File: config.mk
export PLATFORM = sky130hd
export DESIGN_NAME = sas_top
export DESIGN_NICKNAME = d
export VERILOG_FILES = /design/src/logic/sas_pkg.sv /design/src/logic/sas_tick.sv /design/src/logic/sas_buf2.sv /design/src/logic/sas_top.sv
export SDC_FILE = /design/constraint.sdc
export NUM_CORES = 1
export LEC_CHECK = 0
export BUFFER_PORTS_ARGS = -buffer_cell sky130_fd_sc_hd__buf_2
export CAP_MARGIN = 15
export CORE_MARGIN = 2
export CORE_UTILIZATION = 58
export DETAILED_ROUTE_END_ITERATION = 16
export GPL_ROUTABILITY_DRIVEN = 0
export PLACE_DENSITY = 0.85
export SLEW_MARGIN = 40
export SYNTH_ARGS = -nofsm -noshare
export SYNTH_HDL_FRONTEND = slang
export SYNTH_HIERARCHICAL = 1
export SYNTH_SLANG_ARGS = --single-unit
File: constraint.sdc
create_clock -name MCLK -period 5.2 [get_ports MCLK]
set_input_delay 0.52 -clock MCLK [delete_from_list [all_inputs] [get_ports MCLK]]
set_output_delay 0.52 -clock MCLK [all_outputs]
set_load 0.01 [all_outputs]
File: src/logic/sas_pkg.sv
// Constants, register map and state codes of the SAR converter sequencer
package sas_pkg;

  // ----------------------------------------------------------------
  // Register addresses (CPU space)
  // ----------------------------------------------------------------
  localparam logic [15:0] ADDR_RESULT_LO  = 16'hff08;
  localparam logic [15:0] ADDR_RESULT_HI  = 16'hff09;
  localparam logic [15:0] ADDR_RESULT_NRW = 16'hff0a;
  localparam logic [15:0] ADDR_PIN_CFG    = 16'hff22;
  localparam logic [15:0] ADDR_MODE       = 16'hff28;
  localparam logic [15:0] ADDR_PIN9_DIR   = 16'hff29;
  localparam logic [15:0] ADDR_CHAN_SEL   = 16'hff2b;
  localparam logic [15:0] ADDR_PIN07_DIR  = 16'hff48;

  // ----------------------------------------------------------------
  // Reset values and fixed bits
  // ----------------------------------------------------------------
  localparam logic [7:0]  RST_MODE        = 8'h00;
  localparam logic [7:0]  RST_CHAN_SEL    = 8'h00;
  localparam logic [7:0]  RST_PIN_CFG     = 8'h00;
  localparam logic [7:0]  RST_PIN_DIR     = 8'hff;
  localparam logic [7:0]  PIN9_FIXED_ONES = 8'hfe;
  localparam logic [15:0] RST_RESULT_WIDE = 16'h0000;
  localparam logic [7:0]  RST_RESULT_NRW  = 8'h00;

  // ----------------------------------------------------------------
  // Field positions
  // ----------------------------------------------------------------
  localparam int MODE_ENABLE_BIT = 0;
  localparam int MODE_LV_LSB     = 1;
  localparam int MODE_FR_LSB     = 3;
  localparam int MODE_START_BIT  = 7;
  localparam int CHAN_FIELD_W    = 4;
  localparam int PIN_CFG_W       = 4;
  localparam int CODE_W          = 10;
  localparam int RESULT_SHIFT    = 6;
  localparam int NUM_PINS        = 9;
  localparam logic [3:0] PIN_CFG_MAX = 4'h9;

  // ----------------------------------------------------------------
  // Timing: sampling cycles by level bits, per-bit cycles by freq bits
  // ----------------------------------------------------------------
  localparam logic [7:0] SAMPLE_CYC [4] = '{8'h0c, 8'h10, 8'h18, 8'h20};
  localparam logic [7:0] STEP_CYC   [8] = '{8'h02, 8'h03, 8'h04, 8'h06,
                                            8'h08, 8'h0c, 8'h10, 8'h18};

  // ----------------------------------------------------------------
  // Sequencer states
  // ----------------------------------------------------------------
  typedef enum logic [3:0] {
    ST_IDLE    = 4'b0001,
    ST_SAMPLE  = 4'b0010,
    ST_COMPARE = 4'b0100,
    ST_STORE   = 4'b1000
  } sas_state_t;

endpackage

File: src/logic/sas_tick.sv
// Reloadable down-counter giving one-cycle step enables
module sas_tick (
  // Clock and reset
  input  wire logic       clk,
  input  wire logic       rst_n,
  // Control
  input  wire logic       restart,
  input  wire logic [7:0] period,
  // Enable pulse
  output logic            tick
);

  logic [7:0] count;

  // Reload on restart or expiry so every phase gets its full length
  always_ff @(posedge clk or negedge rst_n) begin
    if (!rst_n) begin
      count <= 8'h00;
    end else if (restart || count == 8'h00) begin
      count <= period - 8'h01;
    end else begin
      count <= count - 8'h01;
    end
  end

  // Pulse on expiry only; gating it with restart would loop through the state decode
  assign tick = (count == 8'h00);

endmodule

File: src/logic/sas_buf2.sv
// Two-entry valid/ready buffer between the approximation and result registers
module sas_buf2 #(
  parameter int W = 10
) (
  // Clock and reset
  input  wire logic         clk,
  input  wire logic         rst_n,
  // Fill side
  input  wire logic         in_valid,
  output logic              in_ready,
  input  wire logic [W-1:0] in_data,
  // Drain side
  output logic              out_valid,
  input  wire logic         out_ready,
  output logic [W-1:0]      out_data
);

  logic [W-1:0] mem [2];
  logic         wr_ptr;
  logic         rd_ptr;
  logic [1:0]   fill;
  logic         push;
  logic         pop;

  assign in_ready  = (fill != 2'd2);
  assign out_valid = (fill != 2'd0);
  assign out_data  = mem[rd_ptr];
  assign push      = in_valid && in_ready;
  assign pop       = out_valid && out_ready;

  // Storage and pointers; a stalled drain fills it and stops the source
  always_ff @(posedge clk or negedge rst_n) begin
    if (!rst_n) begin
      wr_ptr <= 1'b0;
      rd_ptr <= 1'b0;
      fill   <= 2'd0;
      mem[0] <= '0;
      mem[1] <= '0;
    end else begin
      if (push) begin
        mem[wr_ptr] <= in_data;
        wr_ptr      <= !wr_ptr;
      end
      if (pop) begin
        rd_ptr <= !rd_ptr;
      end
      if (push && !pop) begin
        fill <= fill + 2'd1;
      end else if (pop && !push) begin
        fill <= fill - 2'd1;
      end
    end
  end

endmodule

File: src/logic/sas_top.sv
// SAR converter sequencer: registers, approximation engine and pin decode
module sas_top (
  // Clock and reset
  input  wire logic        MCLK,
  input  wire logic        RESETN,
  // CPU register port
  input  wire logic [15:0] REG_ADDR,
  input  wire logic [7:0]  REG_WDATA,
  input  wire logic [7:0]  REG_WMASK,
  input  wire logic        REG_WR,
  input  wire logic        REG_RD,
  output logic [7:0]       REG_RDATA,
  // Analog comparator and tap selector
  input  wire logic        COMP_GE,
  output logic             COMP_ENABLE,
  output logic             SH_SAMPLE,
  output logic [9:0]       TAP_CODE,
  output logic [8:0]       CHAN_ONEHOT,
  // Pin function decode
  output logic [8:0]       PIN_OUT_EN,
  output logic [8:0]       PIN_ANALOG,
  output logic [8:0]       PIN_CONVERT,
  // Conversion end
  output logic             CONV_DONE_IRQ
);

  // ----------------------------------------------------------------
  // Register state
  // ----------------------------------------------------------------
  logic [7:0]  converter_mode_reg;
  logic [3:0]  channel_select_reg;
  logic [3:0]  pin_function_config;
  logic [7:0]  analog_pins0_7_direction;
  logic        pin9_dir_bit;
  logic [15:0] result_wide;
  logic [7:0]  result_narrow;

  logic        wr_mode;
  logic        wr_chan;
  logic        wr_cfg;
  logic        wr_pin9;
  logic        wr_pin07;
  logic        cfg_write;
  logic        result_read;
  logic [7:0]  pin9_full;

  // Masked write: a single-bit write carries one mask bit, a byte write all
  function automatic logic [7:0] merge(input logic [7:0] old_v);
    merge = (old_v & ~REG_WMASK) | (REG_WDATA & REG_WMASK);
  endfunction

  // Address decode
  always_comb begin
    wr_mode  = 1'b0;
    wr_chan  = 1'b0;
    wr_cfg   = 1'b0;
    wr_pin9  = 1'b0;
    wr_pin07 = 1'b0;
    if (REG_WR && REG_ADDR == sas_pkg::ADDR_MODE) begin
      wr_mode = 1'b1;
    end else if (REG_WR && REG_ADDR == sas_pkg::ADDR_CHAN_SEL) begin
      wr_chan = 1'b1;
    end else if (REG_WR && REG_ADDR == sas_pkg::ADDR_PIN_CFG) begin
      wr_cfg = 1'b1;
    end else if (REG_WR && REG_ADDR == sas_pkg::ADDR_PIN9_DIR) begin
      wr_pin9 = 1'b1;
    end else if (REG_WR && REG_ADDR == sas_pkg::ADDR_PIN07_DIR) begin
      wr_pin07 = 1'b1;
    end
  end

  assign cfg_write   = wr_mode || wr_chan || wr_cfg || wr_pin9 || wr_pin07;
  assign result_read = REG_RD && (REG_ADDR == sas_pkg::ADDR_RESULT_LO ||
                                  REG_ADDR == sas_pkg::ADDR_RESULT_HI ||
                                  REG_ADDR == sas_pkg::ADDR_RESULT_NRW);
  assign pin9_full   = sas_pkg::PIN9_FIXED_ONES | {7'h00, pin9_dir_bit};

  // Software-written registers
  always_ff @(posedge MCLK or negedge RESETN) begin
    if (!RESETN) begin
      converter_mode_reg       <= sas_pkg::RST_MODE;
      channel_select_reg       <= sas_pkg::RST_CHAN_SEL[3:0];
      pin_function_config      <= sas_pkg::RST_PIN_CFG[3:0];
      analog_pins0_7_direction <= sas_pkg::RST_PIN_DIR;
      pin9_dir_bit             <= sas_pkg::RST_PIN_DIR[0];
    end else begin
      if (wr_mode) begin
        converter_mode_reg <= merge(converter_mode_reg);
      end
      if (wr_chan) begin
        channel_select_reg <= 4'(merge({4'h0, channel_select_reg}));
      end
      if (wr_cfg) begin
        pin_function_config <= 4'(merge({4'h0, pin_function_config}));
      end
      if (wr_pin07) begin
        analog_pins0_7_direction <= merge(analog_pins0_7_direction);
      end
      if (wr_pin9) begin
        pin9_dir_bit <= 1'(merge(pin9_full));
      end
    end
  end

  // Read port; upper pin9 bits are tied ones
  always_ff @(posedge MCLK or negedge RESETN) begin
    if (!RESETN) begin
      REG_RDATA <= 8'h00;
    end else if (REG_RD) begin
      if (REG_ADDR == sas_pkg::ADDR_RESULT_LO) begin
        REG_RDATA <= result_wide[7:0];
      end else if (REG_ADDR == sas_pkg::ADDR_RESULT_HI) begin
        REG_RDATA <= result_wide[15:8];
      end else if (REG_ADDR == sas_pkg::ADDR_RESULT_NRW) begin
        REG_RDATA <= result_narrow;
      end else if (REG_ADDR == sas_pkg::ADDR_MODE) begin
        REG_RDATA <= converter_mode_reg;
      end else if (REG_ADDR == sas_pkg::ADDR_CHAN_SEL) begin
        REG_RDATA <= {4'h0, channel_select_reg};
      end else if (REG_ADDR == sas_pkg::ADDR_PIN_CFG) begin
        REG_RDATA <= {4'h0, pin_function_config};
      end else if (REG_ADDR == sas_pkg::ADDR_PIN9_DIR) begin
        REG_RDATA <= pin9_full;
      end else if (REG_ADDR == sas_pkg::ADDR_PIN07_DIR) begin
        REG_RDATA <= analog_pins0_7_direction;
      end else begin
        REG_RDATA <= 8'h00;
      end
    end
  end

  // ----------------------------------------------------------------
  // Approximation engine
  // ----------------------------------------------------------------
  sas_pkg::sas_state_t state;
  sas_pkg::sas_state_t next_state;
  logic [9:0]  sar;
  logic [3:0]  bit_idx;
  logic        start_on;
  logic        step_tick;
  logic        timer_restart;
  logic [7:0]  timer_period;
  logic [1:0]  lv_sel;
  logic [2:0]  fr_sel;
  logic        buf_in_valid;
  logic        buf_in_ready;
  logic        buf_out_valid;
  logic        buf_out_ready;
  logic [9:0]  buf_out_data;

  assign start_on = converter_mode_reg[sas_pkg::MODE_START_BIT];
  assign lv_sel   = converter_mode_reg[sas_pkg::MODE_LV_LSB +: 2];
  assign fr_sel   = converter_mode_reg[sas_pkg::MODE_FR_LSB +: 3];

  // Next state; losing start or a channel write overrides the sequence
  always_comb begin
    next_state = state;
    if (!start_on) begin
      next_state = sas_pkg::ST_IDLE;
    end else if (wr_chan) begin
      next_state = sas_pkg::ST_SAMPLE;
    end else begin
      case (state)
        sas_pkg::ST_IDLE: begin
          next_state = sas_pkg::ST_SAMPLE;
        end
        sas_pkg::ST_SAMPLE: begin
          if (step_tick) begin
            next_state = sas_pkg::ST_COMPARE;
          end
        end
        sas_pkg::ST_COMPARE: begin
          if (step_tick && bit_idx == 4'd0) begin
            next_state = sas_pkg::ST_STORE;
          end
        end
        sas_pkg::ST_STORE: begin
          // Waits only while the buffer is full
          if (buf_in_ready || cfg_write) begin
            next_state = sas_pkg::ST_SAMPLE;
          end
        end
        default: begin
          next_state = sas_pkg::ST_IDLE;
        end
      endcase
    end
  end

  // Phase timer reloads on every phase change or abort
  assign timer_restart = (next_state != state) || wr_chan;
  assign timer_period  = (next_state == sas_pkg::ST_SAMPLE) ?
                         sas_pkg::SAMPLE_CYC[lv_sel] :
                         sas_pkg::STEP_CYC[fr_sel];

  sas_tick u_tick (
    .clk     (MCLK),
    .rst_n   (RESETN),
    .restart (timer_restart),
    .period  (timer_period),
    .tick    (step_tick)
  );

  // State register
  always_ff @(posedge MCLK or negedge RESETN) begin
    if (!RESETN) begin
      state <= sas_pkg::ST_IDLE;
    end else begin
      state <= next_state;
    end
  end

  // Trial and compare, one bit per step, most significant first
  always_ff @(posedge MCLK or negedge RESETN) begin
    if (!RESETN) begin
      sar     <= 10'h000;
      bit_idx <= 4'd0;
    end else if (next_state == sas_pkg::ST_SAMPLE) begin
      sar     <= 10'h200;
      bit_idx <= 4'd9;
    end else if (state == sas_pkg::ST_COMPARE && step_tick) begin
      sar[bit_idx] <= COMP_GE;
      if (bit_idx != 4'd0) begin
        sar[bit_idx - 4'd1] <= 1'b1;
        bit_idx             <= bit_idx - 4'd1;
      end
    end
  end

  // A coinciding configuration write drops the finished code
  assign buf_in_valid  = (state == sas_pkg::ST_STORE) && start_on && !cfg_write;
  // A result read in this cycle delays the register update
  assign buf_out_ready = !result_read;

  sas_buf2 #(
    .W (sas_pkg::CODE_W)
  ) u_buf (
    .clk       (MCLK),
    .rst_n     (RESETN),
    .in_valid  (buf_in_valid),
    .in_ready  (buf_in_ready),
    .in_data   (sar),
    .out_valid (buf_out_valid),
    .out_ready (buf_out_ready),
    .out_data  (buf_out_data)
  );

  // Result registers and end-of-conversion pulse
  always_ff @(posedge MCLK or negedge RESETN) begin
    if (!RESETN) begin
      result_wide   <= sas_pkg::RST_RESULT_WIDE;
      result_narrow <= sas_pkg::RST_RESULT_NRW;
      CONV_DONE_IRQ <= 1'b0;
    end else begin
      CONV_DONE_IRQ <= 1'b0;
      if (buf_out_valid && buf_out_ready) begin
        result_wide   <= {buf_out_data, 6'h00};
        result_narrow <= buf_out_data[9:2];
        CONV_DONE_IRQ <= 1'b1;
      end
    end
  end

  // ----------------------------------------------------------------
  // Analog side and pin decode, all registered
  // ----------------------------------------------------------------
  logic [8:0] dir_in;
  logic [8:0] is_analog;
  logic [8:0] chan_dec;
  logic [3:0] cfg_sat;

  assign dir_in  = {pin9_dir_bit, analog_pins0_7_direction};
  assign cfg_sat = (pin_function_config > sas_pkg::PIN_CFG_MAX) ?
                   sas_pkg::PIN_CFG_MAX : pin_function_config;

  // Pins below the configured count are digital; codes above 8 select none
  always_comb begin
    for (int i = 0; i < sas_pkg::NUM_PINS; i++) begin
      is_analog[i] = (4'(i) >= cfg_sat);
      chan_dec[i]  = (channel_select_reg == 4'(i));
    end
  end

  always_ff @(posedge MCLK or negedge RESETN) begin
    if (!RESETN) begin
      COMP_ENABLE <= 1'b0;
      SH_SAMPLE   <= 1'b0;
      TAP_CODE    <= 10'h000;
      CHAN_ONEHOT <= 9'h000;
      PIN_OUT_EN  <= 9'h000;
      PIN_ANALOG  <= 9'h000;
      PIN_CONVERT <= 9'h000;
    end else begin
      COMP_ENABLE <= converter_mode_reg[sas_pkg::MODE_ENABLE_BIT];
      SH_SAMPLE   <= (state == sas_pkg::ST_SAMPLE);
      TAP_CODE    <= sar;
      CHAN_ONEHOT <= chan_dec;
      PIN_OUT_EN  <= ~dir_in & ~is_analog;
      PIN_ANALOG  <= dir_in & is_analog;
      PIN_CONVERT <= dir_in & is_analog & chan_dec &
                     {9{state != sas_pkg::ST_IDLE}};
    end
  end

endmodule

# Word-level counts from Yosys, hierarchy flattened
# Memory sizes are Yosys's and may differ from the RTL's.
# Cells that the tools add are included.
# Widths: inputs -> output; s select.
# totals
ff_bits	150
romBits	64
input_bits	37
out_inout_bits	57
wordCells	195
n_memories	1
# memory_table
name	depth	width	rd	rd_clocked_by_memory_dff	write_ports	line_no	source
(no name shown)	8	8	1	0	0	sas_top.sv:194	sas_pkg::STEP_CYC[fr_sel];
# op_classes
add_sub_neg	5
n_lt_le_gt_ge	19
eq_ne	24
mux	57
bitwise	23
reduce_logical	41
# op_table
op	count
$eq 16x16->1 const B	8
$mux 8	14
$mux 10	7
$and 9x9->9	4
$mux 4	9
$and 8x8->8	3
$bwmux 20	1
$eq 4x3->1 const B	5
$mux 1	18
$not 9->9	2
$logic_and 1x1->1	17
$bmux 8 s2	1
$eq 4x2->1 const B	4
$ge 3x4->1 const A	4
$or 8x8->8	2
$pmux 4 s4	1
$sub 8x1->8 const B	2
$bwmux 10	1
$demux 10 s1	1
$lt 4x5->1 const B	2
$or 10x10->10	1
$logic_or 1x1->1	9
$and 4x4->4	2
$demux 1 s4	2
other kinds (31)	49

# Depth between registers and ports, before layout
# logic_depth
word_depth	17
mapped_depth	14
ltp_nobuf	13

# By module
# Netlist, hierarchy kept.
# by_module_without_submodules
module	n_inst	cells_each	area_each_um2	seq_area_each_um2
sas_top	1	479	5262.5	2765.2
sas_buf2	1	70	1161.1	600.6
sas_tick	1	51	544.3	200.2

# Worst setup path after synthesis
# No wires, ideal clock.
# synth_timing
kind	register -> register
start	register u_tick.count[7]
end	register u_tick.count[7]
setup_time_ns	0.128
arrival_time_ns	3.663
required_time_ns	5.072
setup_slack_ns	1.408
stages_incl_launch_ff	12
synth_period_minus_slack_ns	3.792
cell_sequence	dfrtp_1 > or4_4 > nor2_1 > nor4bb_1 > nand2_1 > o21ba_2 > o21ai_0 > mux2_1 > a31oi_2 > nor3b_1 > nand3_1 > xor2_1
# synth_between
elab_chain_len	10
word_cells_on_any_way	15
# synth_lines
item	line_no	source
from (decl)	sas_tick.sv:13	logic [7:0] count;
from (signal assigned)	sas_tick.sv:20	count <= period - 8'h01;
from (signal assigned)	sas_tick.sv:22	count <= count - 8'h01;
$logic_not 8->1 *	sas_tick.sv:27	assign tick = (count == 8'h00);
via step_tick	sas_top.sv:140	logic step_tick;
$logic_and 1x1->1	sas_top.sv:173	if (step_tick && bit_idx == 4'd0) begin
$mux 4	sas_top.sv:173	
$pmux 4 s4 *	sas_top.sv:163	case (state)
$mux 4 *	sas_top.sv:160	end else if (wr_chan) begin
$mux 4 *	sas_top.sv:158	if (!start_on) begin
$ne 4x4->1 *	sas_top.sv:191	assign timer_restart = (next_state != state) || wr_chan;
$logic_or 1x1->1 *	sas_top.sv:191	
via timer_restart	sas_top.sv:141	logic timer_restart;
$logic_or 1x1->1 *	sas_tick.sv:19	end else if (restart || count == 8'h00) begin
$mux 8 *	sas_tick.sv:19	
# The timed path passes the listed nets; every way through them passes the cells marked *.
# A chain may end at the register's enable or synchronous reset.

# Worst setup path after layout
# Ends and elaborated chain as after synthesis.

==> reports/qor.csv <==
metric,value,unit
status,"finished, final reports clean",
post-synthesis sequential area ratio,0.5118,
clk slew on worst S/H paths,0.06,ns
most instantiated cells after synthesis,"132 x dfrtp_1, 52 x nand2_1, 34 x mux2_2, 29 x nor2_1, 24 x mux2_4",
Syn Area/Cell,11.61,sq um
Nets,736,
Sum Neg Setup Slack,0,ns
fin crit share,0.8311,
cts bufs inserted,17,
Initial DRT Pass Iterations,7,
most used routing layer,met2,
met2 GRT Util,0.4367,
Internal,2.004,mW
Yosys cell types,78,
Post-synth EDFFs,0,
Comb power frac,0.083,
CTS H-tree depth,4,
critical path data required time,5.50,ns
maxcap violations,0,
Ant. Diodes,0,
FP Rows,40,
largest net degree at the start of global routing,75,
Sw Ratio,0.2478,
initial antenna violation count,0,
WL final,16740,um
CP Capture Type,flop,
Post-CTS Setup Bufs,0,
area of the core,11860,sq um
top post-synthesis cells by area,"dfrtp_1 47%, mux2_2 5.5%, mux2_4 5.2%",
Routed Antenna Nets,0,
Post-CTS Resized,0,
maximum fanout along the worst path,8,
"FF+latch count, synth",142,
Mapped Area,6968,sq um
Root Buffer,clkbuf_16,
Cells after Synth,600,
Register Area,3566,sq um
Layout fillers,787,
Hold Crit Class,in2async,
area of the multi-input gates,3186,sq um
clk_lat worst skew,0.43,ns
CP Launch Type,flop,
area delta synth->final,16.63,%
"Primary FF master, synth",dfrtp_1,
Clock power frac,0.476,
layout cells sized above 1,0.3186,
Reg power frac,0.441,
DP HPWL,11490,um
cell area after layout,8127,sq um
worst path arrival time,4.62,ns
Port-buffer cells,93,
first-pass GRT wire length,26500,um
vias in the first global route,5152,
Worst-Margin Slew,0.8563,ns
Leak Pwr,3.899,nW
final setup fails,0,
power per cell area,327.8,nW/um^2
Die Span X,113.6,um
Switch Pwr,660.0,uW
crit path kind,reg2reg,
fmax,0.2314,GHz
CTS tree,yes,
Starting Density,0.5874,
Yosys warning count,6,
RSZ-0062 raised after global routing,no,
hold_ws,0.1125,ns
DP Area,7505,sq um
die height,113.6,um
post-synthesis async set-or-reset flop share,1.000,
clk sink count,142,
I/O pins,94,
Congestion Overflow GR,0,
"count leader, synth",dfrtp_1,
routed vias,5309,
maximum VDD drop,184.0,uV
GRT Total Usage,0.2664,
drt initial violations,559,
Fin. Hold Viols,0,
die area,12910,sq um
buffer depth of the longest clock path,2,
max_slew headroom,0.4211,
# DRC,0,
crit path time final,4.322,ns
cell taking the most area after synthesis,dfrtp_1,
met1 Usage GRT,0.3495,
Routed wire per std cell,19.69,um
clock skew,0.009517,ns
top cell type's share of synthesized area,0.4741,
final slew viol count,0,
vias per cell,6.246,
met3 Resource Use GR,0.05792,
hold buffer count at CTS,0,
[logic make-up (layout without fill, tap and decap cells)]
kind of cell    Yosys count  in the layout  share of synthesized area
other cells               1              2                  0.0005382
xor+xnor                 16             16                    0.02011
mux                      82             82                     0.1428
compound gates           96             96                    0.09787
simple gates            208            208                     0.1783
fa+ha+maj                 9              9                    0.01616
buf+inv                  46            148                    0.03250
flops                   142            142                     0.5118
[final timing paths]
path | from | end | slack, ns | cells past startpoint
worst max-delay path | u_tick/count[7] | u_tick/count[7] | 0.88 | 11
worst min-delay path | RESETN | TAP_CODE[1] | 0.11 | 1
worst max register to register | u_tick/count[7] | u_tick/count[7] | 0.88 | 11
worst min register to register | flop | COMP_ENABLE | 0.43 | 0
max in group asynchronous | RESETN | PIN_OUT_EN[3] | 4.08 | 2
min in group MCLK | REG_WDATA[5] | flop | 0.33 | 2
[metrics by stage]
stage               cells  total power, mW  worst slack (ns)  utilization
detailed placement    818            1.410            0.8355       0.6327
global route          850            2.744            0.5466       0.6851
CTS                   850            2.665            0.7517       0.6848
global placement      818            1.391             1.020       0.6322
finish                850            2.664            0.8781       0.6851
floorplan             601            1.328             1.408            -
[worst max-delay path, cell delays in order (launching register included)]
cell      delay, ns
dfrtp_1        0.42
or4_4          0.58
nor2_1         0.42
nor4bb_1       0.61
nand2_1        0.20
o21ba_2        0.24
o21ai_1        0.42
mux2_1         0.38
a31oi_2        0.23
nor3b_1        0.37
nand3_1        0.15
xor2_1         0.18
[power by group through the flow]
| stage | combinational [mW] | clock [mW] | sequential [mW] |
|---|---|---|---|
| final | 0.221 | 1.27 | 1.17 |
| after global routing | 0.241 | 1.32 | 1.18 |
| after CTS | 0.220 | 1.27 | 1.17 |
| after detailed placement | 0.218 | 0 | 1.19 |
| after global placement | 0.204 | 0 | 1.19 |
| after floorplan | 0.143 | 0 | 1.18 |
[cells in the final DEF, fill, tap and decap left out, drive strengths merged, types with 8 or more instances in the layout]
cell / n
dfrtp: 132
a21oi: 21
nand3: 20
nor2: 29
nor4b: 9
dfstp: 10
nand2: 52
clkbuf: 18
buf: 96
nor3: 20
ha: 9
nand2b: 10
inv: 26
mux2i: 15
a31oi: 8
xor2: 10
o21ai: 20
mux2: 67
[final cells by class]
type	instances	share of cell area
clock inverters	14	0.02202
clock buffers	18	0.05404
well taps	147	0.02263
inverters	20	0.009238
flip-flops and latches	142	0.4388
repair buffers	96	0.06128
multi-input cells	413	0.3920
[metal layers]
layer	share of wire	wire (um)
met5	0	0
met4	0.026	442
met3	0.069	1151
met2	0.49	8277
met1	0.41	6869
Note: power is estimated with default switching activity, not from simulation.
